[config.mk]
export PLATFORM = sky130hd
export DESIGN_NAME = iscen_top
export DESIGN_NICKNAME = d
export VERILOG_FILES = /design/src/pkg/iscen_pkg.sv /design/src/rtl/iscen_top.sv
export VERILOG_INCLUDE_DIRS = /design/src /design/src/pkg
export SDC_FILE = /design/constraint.sdc
export NUM_CORES = 1
export LEC_CHECK = 0
export BUFFER_PORTS_ARGS = -buffer_cell sky130_fd_sc_hd__buf_2
export CAP_MARGIN = 0
export CORE_AREA = 2 2 76 78
export DETAILED_ROUTE_END_ITERATION = 10
export DIE_AREA = 0 0 78 80
export GPL_ROUTABILITY_DRIVEN = 0
export GPL_TIMING_DRIVEN = 0
export HOLD_SLACK_MARGIN = 0.06
export PLACE_DENSITY = 0.55
export SLEW_MARGIN = 20
export SYNTH_ARGS = -nofsm -noshare
export SYNTH_HDL_FRONTEND = slang
export SYNTH_SLANG_ARGS = --single-unit
[constraint.sdc]
create_clock -name sys_clk -period 5 [get_ports sys_clk]
set_input_delay 1 -clock sys_clk [delete_from_list [all_inputs] [get_ports sys_clk]]
set_output_delay 1 -clock sys_clk [all_outputs]
set_load 0.01 [all_outputs]
[src/pkg/iscen_defs.svh]
// Addresses, bit positions and reset values of the interrupt and channel enable block.
// Assumes an 8-bit register port that presents decoded serial-port accesses.
`ifndef ISCEN_DEFS_SVH
`define ISCEN_DEFS_SVH

// ****************************************
// Register addresses
// ****************************************
`define ISCEN_ADDR_OVF_COUNT 8'h01
`define ISCEN_ADDR_IRQ_ENABLE 8'h03
`define ISCEN_ADDR_IRQ_STATUS 8'h04
`define ISCEN_ADDR_CHAN_ENABLE 8'h05

// ****************************************
// Status and enable bit positions
// ****************************************
`define ISCEN_BIT_PARITY 7
`define ISCEN_BIT_SELFTEST 6
`define ISCEN_BIT_PARAM_SET 5
`define ISCEN_BIT_PARAM_CLR 4
`define ISCEN_BIT_LOCK_ACQ 3
`define ISCEN_BIT_LOCK_LOST 2
`define ISCEN_BIT_OVERFLOW 1
`define ISCEN_BIT_LOW 1
`define ISCEN_BIT_HIGH 7

// ****************************************
// Masks and reset values
// ****************************************
`define ISCEN_IRQ_MASK 8'hfe
`define ISCEN_CHAN_MASK 8'h0f
`define ISCEN_IRQ_ENABLE_RST 8'h00
`define ISCEN_IRQ_STATUS_RST 8'h00
`define ISCEN_CHAN_ENABLE_RST 8'h00
`define ISCEN_OVF_COUNT_RST 8'h00
`define ISCEN_OVF_COUNT_MAX 8'hff
`define ISCEN_RDATA_RST 8'h00

`endif

[src/pkg/iscen_pkg.sv]
// Types shared by the interrupt and channel enable block.
// Assumes the register port and event sources sit in the same clock domain.
`default_nettype none
package iscen_pkg;

	// ****************************************
	// Register access request
	// ****************************************
	typedef struct packed {
		logic wr;
		logic rd;
		logic [7:0] addr;
		logic [7:0] wdata;
	} iscen_req_s;

	// ****************************************
	// Event sources
	// ****************************************
	typedef struct packed {
		logic parity_fault_flag;
		logic selftest_complete_flag;
		logic param_update_level;
		logic handoff_lock_level;
		logic overflow_fault_flag;
	} iscen_evt_s;

endpackage : iscen_pkg
`default_nettype wire

[src/rtl/iscen_top.sv]
// Interrupt enable, sticky status with write-one clear except bit 3, interrupt pin, channel enables.
// Assumes event inputs and register requests are synchronous to sys_clk.
//
// What this block does
// Enabled parity error sets status bit 7 and requests an interrupt.
// Enabled self-test completion sets status bit 6 and requests an interrupt.
// Enabled rise of parameter update flag sets status bit 5.
// Enabled fall of parameter update flag sets status bit 4.
// Enabled handoff lock acquisition sets status bit 3.
// Enabled handoff lock loss sets status bit 2.
// Enabled overflow into sixteen-times interpolator sets status bit 1.
// Any interrupt request drives the interrupt pin low.
// Status bit 7 marks parity errors; writing one clears it.
// Status bit 6 marks self-test end; writing one clears it.
// Status bit 5 marks parameter update set; writing one clears it.
// Status bit 4 marks parameter update cleared; writing one clears it.
// Status bit 3 reads one while handoff locked; writes do not clear it.
// Status bit 2 marks lock lost; writing one clears it.
// Status bit 1 marks saturation overflow; writing one clears it.
// Channel enable bits 3:0 enable channels zero to three; 7:4 reserved.
// All zeros disables every channel, all ones enables all four.
// Writing one to status bit 1 also zeroes the overflow sample counter.
// Pin stays low while any enabled status bit is set.
`include "iscen_defs.svh"
`timescale 1ns/1ns
`default_nettype none

module iscen_top #(
	parameter int CHANNELS = 4
) (
	input wire logic sys_clk,
	input wire logic rst,
	input wire logic clk_en,
	input wire iscen_pkg::iscen_req_s reg_req,
	output logic [7:0] reg_rdata,
	output logic reg_rvalid,
	input wire iscen_pkg::iscen_evt_s evt,
	output logic irq_n,
	output logic [CHANNELS-1:0] channel_on_bits,
	output logic [7:0] overflow_sample_count
);

	// ****************************************
	// Address decode
	// ****************************************
	function automatic logic iscen_hit(input logic strobe, input logic [7:0] addr,
		input logic [7:0] target);
		iscen_hit = strobe && (addr == target);
	endfunction : iscen_hit

	logic wr_enable;
	logic wr_status;
	logic wr_chan;
	assign wr_enable = iscen_hit(reg_req.wr, reg_req.addr, `ISCEN_ADDR_IRQ_ENABLE);
	assign wr_status = iscen_hit(reg_req.wr, reg_req.addr, `ISCEN_ADDR_IRQ_STATUS);
	assign wr_chan = iscen_hit(reg_req.wr, reg_req.addr, `ISCEN_ADDR_CHAN_ENABLE);

	// ****************************************
	// Edge detection of level sources
	// ****************************************
	logic param_prev_reg;
	logic lock_prev_reg;
	logic param_update_raised;
	logic param_update_dropped;
	logic handoff_locked_flag;
	logic handoff_unlocked_flag;

	always_ff @(posedge sys_clk) begin
		if (rst) begin
			param_prev_reg <= 1'b0;
			lock_prev_reg <= 1'b0;
		end else if (clk_en) begin
			param_prev_reg <= evt.param_update_level;
			lock_prev_reg <= evt.handoff_lock_level;
		end
	end

	// Levels low at reset, so a source already high then counts as a rise
	assign param_update_raised = evt.param_update_level && !param_prev_reg;
	assign param_update_dropped = !evt.param_update_level && param_prev_reg;
	assign handoff_locked_flag = evt.handoff_lock_level && !lock_prev_reg;
	assign handoff_unlocked_flag = !evt.handoff_lock_level && lock_prev_reg;

	// ****************************************
	// Interrupt enable register
	// ****************************************
	logic [7:0] irq_enable_reg;

	always_ff @(posedge sys_clk) begin
		if (rst) begin
			irq_enable_reg <= `ISCEN_IRQ_ENABLE_RST;
		end else if (clk_en && wr_enable) begin
			irq_enable_reg <= reg_req.wdata & `ISCEN_IRQ_MASK;
		end
	end

	// ****************************************
	// Sticky status bits
	// ****************************************
	logic [7:0] event_vec;
	logic [7:0] set_vec;
	logic [7:0] clr_vec;
	logic [7:0] irq_status_reg;

	always_comb begin
		event_vec = 8'h00;
		event_vec[`ISCEN_BIT_PARITY] = evt.parity_fault_flag;
		event_vec[`ISCEN_BIT_SELFTEST] = evt.selftest_complete_flag;
		event_vec[`ISCEN_BIT_PARAM_SET] = param_update_raised;
		event_vec[`ISCEN_BIT_PARAM_CLR] = param_update_dropped;
		event_vec[`ISCEN_BIT_LOCK_ACQ] = handoff_locked_flag;
		event_vec[`ISCEN_BIT_LOCK_LOST] = handoff_unlocked_flag;
		event_vec[`ISCEN_BIT_OVERFLOW] = evt.overflow_fault_flag;
	end

	assign set_vec = event_vec & irq_enable_reg;

	always_comb begin
		clr_vec = wr_status ? (reg_req.wdata & `ISCEN_IRQ_MASK) : 8'h00;
		// Lock bit follows the handoff, so only lock loss drops it
		clr_vec[`ISCEN_BIT_LOCK_ACQ] = handoff_unlocked_flag;
	end

	assign irq_status_reg[0] = 1'b0;

	localparam logic [7:0] STATUS_RST = `ISCEN_IRQ_STATUS_RST;

	genvar gi;
	generate
		for (gi = `ISCEN_BIT_LOW; gi <= `ISCEN_BIT_HIGH; gi++) begin : g_status
			logic bit_reg;
			always_ff @(posedge sys_clk) begin
				if (rst) begin
					bit_reg <= STATUS_RST[gi];
				end else if (clk_en) begin
					// Set wins over a clear in the same cycle
					bit_reg <= set_vec[gi] | (bit_reg & ~clr_vec[gi]);
				end
			end
			assign irq_status_reg[gi] = bit_reg;
		end
	endgenerate

	// ****************************************
	// Interrupt pin
	// ****************************************
	// Combinational from flops only, so no glitch from the request port
	assign irq_n = ~|(irq_status_reg & irq_enable_reg);

	// ****************************************
	// Channel enable register
	// ****************************************
	logic [7:0] chan_enable_reg;

	always_ff @(posedge sys_clk) begin
		if (rst) begin
			chan_enable_reg <= `ISCEN_CHAN_ENABLE_RST;
		end else if (clk_en && wr_chan) begin
			chan_enable_reg <= reg_req.wdata & `ISCEN_CHAN_MASK;
		end
	end

	assign channel_on_bits = chan_enable_reg[CHANNELS-1:0];

	// ****************************************
	// Overflow sample counter
	// ****************************************
	logic [7:0] ovf_count_reg;
	logic ovf_clear;
	assign ovf_clear = wr_status && reg_req.wdata[`ISCEN_BIT_OVERFLOW];

	// Saturates rather than wraps, so a large count never reads small
	always_ff @(posedge sys_clk) begin
		if (rst) begin
			ovf_count_reg <= `ISCEN_OVF_COUNT_RST;
		end else if (clk_en) begin
			if (ovf_clear) begin
				ovf_count_reg <= evt.overflow_fault_flag ? 8'h01 : `ISCEN_OVF_COUNT_RST;
			end else if (evt.overflow_fault_flag && ovf_count_reg != `ISCEN_OVF_COUNT_MAX) begin
				ovf_count_reg <= ovf_count_reg + 8'h01;
			end
		end
	end

	assign overflow_sample_count = ovf_count_reg;

	// ****************************************
	// Read path
	// ****************************************
	logic [7:0] rdata_reg;
	logic rvalid_reg;

	always_ff @(posedge sys_clk) begin
		if (rst) begin
			rdata_reg <= `ISCEN_RDATA_RST;
			rvalid_reg <= 1'b0;
		end else if (clk_en) begin
			rvalid_reg <= reg_req.rd;
			if (reg_req.rd) begin
				case (reg_req.addr)
					`ISCEN_ADDR_OVF_COUNT: rdata_reg <= ovf_count_reg;
					`ISCEN_ADDR_IRQ_ENABLE: rdata_reg <= irq_enable_reg;
					`ISCEN_ADDR_IRQ_STATUS: rdata_reg <= irq_status_reg;
					`ISCEN_ADDR_CHAN_ENABLE: rdata_reg <= chan_enable_reg;
					default: rdata_reg <= `ISCEN_RDATA_RST;
				endcase
			end
		end
	end

	assign reg_rdata = rdata_reg;
	assign reg_rvalid = rvalid_reg;
endmodule : iscen_top
`default_nettype wire

Word-level counts from Yosys, hierarchy flattened

Cells that the tools add are included.

Input bits: 26
Output and inout bits: 22
Flip-flop bits (word level): 37

Add/sub/neg operators: 1
Reduce and logical (&&, ||, !) cells: 20
Bitwise gates (word level): 23
Mux-type cells: 5
Equality and inequality tests: 5

Operators by type and width:

| operator                                                         | count |
|---|---|
| 8-bit case mux with 4 select lines                               | 1 |
| 8-bit two-way mux                                                | 3 |
| 8-bit bitwise AND                                                | 2 |
| 8-bit by 3-bit == test with 1-bit output (second input constant) | 2 |
| 1-bit logical AND                                                | 11 |
| 8-bit by 1-bit adder with 8-bit output (second input constant)   | 1 |
| 8-bit by 1-bit == test with 1-bit output (second input constant) | 1 |
| 8-bit by 2-bit == test with 1-bit output (second input constant) | 1 |
| 8-bit != test (second input constant)                            | 1 |
| 8-bit OR reduction                                               | 1 |
| 1-bit bitwise AND                                                | 7 |
| 1-bit inverter                                                   | 7 |
| 1-bit OR                                                         | 7 |
| 1-bit logical NOT                                                | 5 |
| 2-bit AND reduction                                              | 2 |
| 2-bit nonzero test                                               | 1 |
| 1-bit two-way mux                                                | 1 |

Longest topological paths before layout

Depth in word-level cells: 6
Gate-level depth with buffers: 5
Mapped depth without buffers: 5

Worst setup path after synthesis

No wires, ideal clock.

Path kind: input port to flip-flop
Start point: input port reg_req[13] (netlist bit)
End point: register irq_enable_reg[1]
Arrival time: 2.315 ns
Slack: 2.557 ns
Buffers on the path: 1
Data required time: 4.872 ns
Stages: 5
Path through: or3_1 buf_6 nor4_4 mux2i_1 nor2_1

Longest elaborated chain between the ends: 3

Ends and longest elaborated chain:

| element                                  | line            | source |
|---|---|---|
| from (decl)                              | iscen_top.sv:34 | `input wire iscen_pkg::iscen_req_s reg_req,` |
| 8-bit by 2-bit == test with 1-bit output | iscen_top.sv:48 | `iscen_hit = strobe && (addr == target);` |
| 1-bit logical AND                        | iscen_top.sv:48 |  |
| 1-bit logical AND                        | iscen_top.sv:92 | `end else if (clk_en && wr_enable) begin` |
| to (signal assigned)                     | iscen_top.sv:91 | `` irq_enable_reg <= `ISCEN_IRQ_ENABLE_RST; `` |
| to (signal assigned)                     | iscen_top.sv:93 | `` irq_enable_reg <= reg_req.wdata & `ISCEN_IRQ_MASK; `` |
| to (decl)                                | iscen_top.sv:87 | `logic [7:0] irq_enable_reg;` |

Every way passes these cells.
A chain may end at the register's enable or synchronous reset.

Final worst setup path

Start point: input port reg_req[13] (netlist bit)
End point: register irq_enable_reg[3]

Same word-level chain as after synthesis.

==> impl_metrics.env <==
export IMPL_run_status="finished, final reports clean"
export IMPL_wl_per_cell_um=15.4
export IMPL_overflow=0
export IMPL_ant_nets=0
export IMPL_yosys_register_bits=37
export IMPL_rsz0062_at_grt="false"
export IMPL_synth_nets=231
export IMPL_yosysMostFrequentCell="dfxtp_1"
export IMPL_clkSinkCount=37
export IMPL_clock_path_buffers=2
export IMPL_synth_top_area_share_pct=40.1
export IMPL_synthToLayoutAreaGrowth_pct=22.0
export IMPL_crit_path_max_fanout=7
export IMPL_combPwrFrac_pct=8.7
export IMPL_die_height_um=80
export IMPL_ctsResizeCount=0
export IMPL_grt_pass1_vias=1545
export IMPL_synth_area_sq_um=1850
export IMPL_setup_viol=0
export IMPL_critical_path_class="input pin to register"
export IMPL_layoutNonFillerInstCount=330
export IMPL_synthTopCellsByCount="dfxtp_1 (37), nor2_1 (19), mux2i_1 (17)"
export IMPL_clock_latency_ns=0.29
export IMPL_async_reset_ff_share_pct=0
export IMPL_wl_um=5090
export IMPL_hold_depth=2
export IMPL_rows=27
export IMPL_dpl_hpwl_um=3910
export IMPL_drtIter0Drc=109
export IMPL_grt_antenna_before_repair=0
export IMPL_final_setup_worst_slack_ns=2.55
export IMPL_cp_end_kind="register"
export IMPL_hold_path_end="reg_rdata[6]$_SDFFE_PP0P_"
export IMPL_slew_headroom_pct=53.4
export IMPL_cp_cell_sequence="buf_2, or3_1, buf_6, nor4_4, mux2i_1, nor2_1"
export IMPL_grt_pass1_wl_um=7990
export IMPL_p_leak_nw=0.895
export IMPL_first_pass_iters=4
export IMPL_dp_cells=322
export IMPL_synth_top_cell_by_area="dfxtp_1"
export IMPL_tns_ns=0
export IMPL_min_from="reg_rdata[6]$_SDFFE_PP0P_"
export IMPL_cts_setup_buffers=0
export IMPL_crit_path_top_delay_cell="nor4_4"
export IMPL_cts_tree="yes"
export IMPL_p_total_mw=0.558
export IMPL_yosys_warnings=0
export IMPL_dp_slack_ns=2.22
export IMPL_hold_viol_final=0
export IMPL_max_stage_delay_ns=0.65
export IMPL_skew_ns=0.00642
export IMPL_required_ns=5.17
export IMPL_nNetsFinal=284
export IMPL_vias=1743
export IMPL_start_util_pct=34.2
export IMPL_netSwitchingPower_mw=0.147
export IMPL_reg2reg_slack_ns=3.06
export IMPL_r2r_cells=5
export IMPL_htreeDepth=2
export IMPL_holdBufCountCts=0
export IMPL_numPortBuffers=46
export IMPL_swShare_pct=26.3
export IMPL_numCtsBuffers=5
export IMPL_crit_family="simple AND/OR/NAND/NOR gates"
export IMPL_reg2reg_from="overflow_sample_count[0]$_SDFFE_PP0P_"
export IMPL_clk_pin_slew_worst_paths_ns=0.08
export IMPL_finalCriticalPeriod_ns=2.45
export IMPL_vias_per_cell=5.28
export IMPL_drive_above_1_share_pct=24.8
export IMPL_grt_max_degree=13
export IMPL_min_path_type="register to register"
export IMPL_seqPwrFrac_pct=53.6
export IMPL_path_buf_inv=2
export IMPL_syn_area_per_cell_sq_um=9.06
export IMPL_postLayoutCoreUtil_pct=41.7
export IMPL_internal_power_mw=0.412
export IMPL_coreArea_sq_um=5410
export IMPL_synthTopCellsByArea="dfxtp_1 (40%), mux2i_1 (9.2%), nor2_1 (3.9%), a221oi_1 (3.3%), a21oi_1 (2.7%)"
export IMPL_ctsRootBufferMaster="clkbuf_8"
export IMPL_worst_path_stages=6
export IMPL_synth_edf_count=0
export IMPL_drv_cap=0
export IMPL_fmax_ghz=0.408
export IMPL_drcViolationCount=0
export IMPL_synthFlopType="dfxtp_1"
export IMPL_timing_final_crit_share_pct=49.0
export IMPL_critPathLaunchType="input pin"
export IMPL_arrival_ns=2.62
export IMPL_die_w_um=78
export IMPL_io_pin_count=48
export IMPL_ys_seq_area_share_pct=40.1
export IMPL_timing_worst_slew_pin_value_ns=0.693
export IMPL_n_antenna_cell=0
export IMPL_syn_inst=204
export IMPL_gr_usage_all_layers_pct=16.6
export IMPL_maxSlewViolCount=0
export IMPL_irDropWorstVdd_mv=0.126
export IMPL_clockPowerShare_pct=37.6
export IMPL_fillers=587
export IMPL_synth_distinct_cells=46
export IMPL_reg2reg_to="overflow_sample_count[7]$_SDFFE_PP0P_"
export IMPL_power_density_nw_per_um2=248
export IMPL_die_area_sq_um=6240
[worst min-delay path: cells and delay by family (launching register included)]
kind	cells	cell delay (ns)
AOI/OAI and AO/OA	1	0.05
and+or+nand+nor	1	0.05
DFF	1	0.31
[power groups by stage]
stage	logic, mW	clock network (mW)	registers, mW
CTS	0.0488	0.218	0.300
finish	0.0487	0.210	0.300
floorplan	0.0245	0	0.306
global placement	0.0483	0	0.307
global route	0.0534	0.232	0.300
detailed placement	0.0487	0	0.307
[metal layers]
metal	wire length, um	GRT usage (%)	vias to the layer above	part of all wire (%)
met2	2240	25.8	42	44
met5	0	0	-	0
met4	58	4.56	0	1.1
li1	-	-	883	-
met1	2550	22.9	810	50
met3	238	4.07	8	4.7
[layout make-up]
class | count | area (sq um) | area share [%]
clock inverter | 3 | 17.5 | 0.777
sequential | 37 | 741 | 32.9
tap | 72 | 90.1 | 4.00
clock buffer | 5 | 68.8 | 3.05
buffer | 8 | 45.0 | 2.00
timing repair buffer | 46 | 230 | 10.2
multi-input combinational | 151 | 1030 | 45.8
inverter | 8 | 30.0 | 1.33
[cells in the final DEF, fill, tap and decap left out, drive strengths merged, types with 5 or more instances in the layout]
cell and instances:
nor4 7, nand4 6, o21ai 15, inv 8, nand2 11, nand2b 6
buf 50, and3 6, dfxtp 37, nor2 19, a21oi 10, clkbuf 9
nor3 5, mux2i 17, a221oi 7
[through the flow]
step                      cell area [sq um]  hold WS, ns
after floorplan                        1850        0.456
after global placement                 2170        0.432
after detailed placement               2170        0.440
after CTS                              2250        0.451
after global routing                   2250        0.467
final                                  2250        0.447
[kinds of logic after synthesis]
family	Yosys count	synth area share, %
and+or+nand+nor	78	25.3
xor gates and xnor gates	3	1.42
DFF	37	40.1
adders and majority gates	1	0.677
muxes	17	9.21
buffers and inverters	16	4.06
AOI/OAI and AO/OA	52	19.2
[worst max-delay path by stage]
stage | from | slack (ns) | endpoint
finish | reg_req[13] | 2.55 | irq_enable_reg[3]$_SDFFE_PP0P_
global route | reg_req[9] | 2.44 | overflow_sample_count[6]$_SDFFE_PP0P_
CTS | reg_req[13] | 2.55 | irq_enable_reg[3]$_SDFFE_PP0P_
detailed placement | reg_req[13] | 2.22 | irq_enable_reg[3]$_SDFFE_PP0P_
global placement | reg_req[13] | 2.24 | irq_enable_reg[4]$_SDFFE_PP0P_
floorplan | reg_req[13] | 2.56 | irq_enable_reg[1]$_SDFFE_PP0P_
No activity file was read; power rests on OpenSTA's default activity.
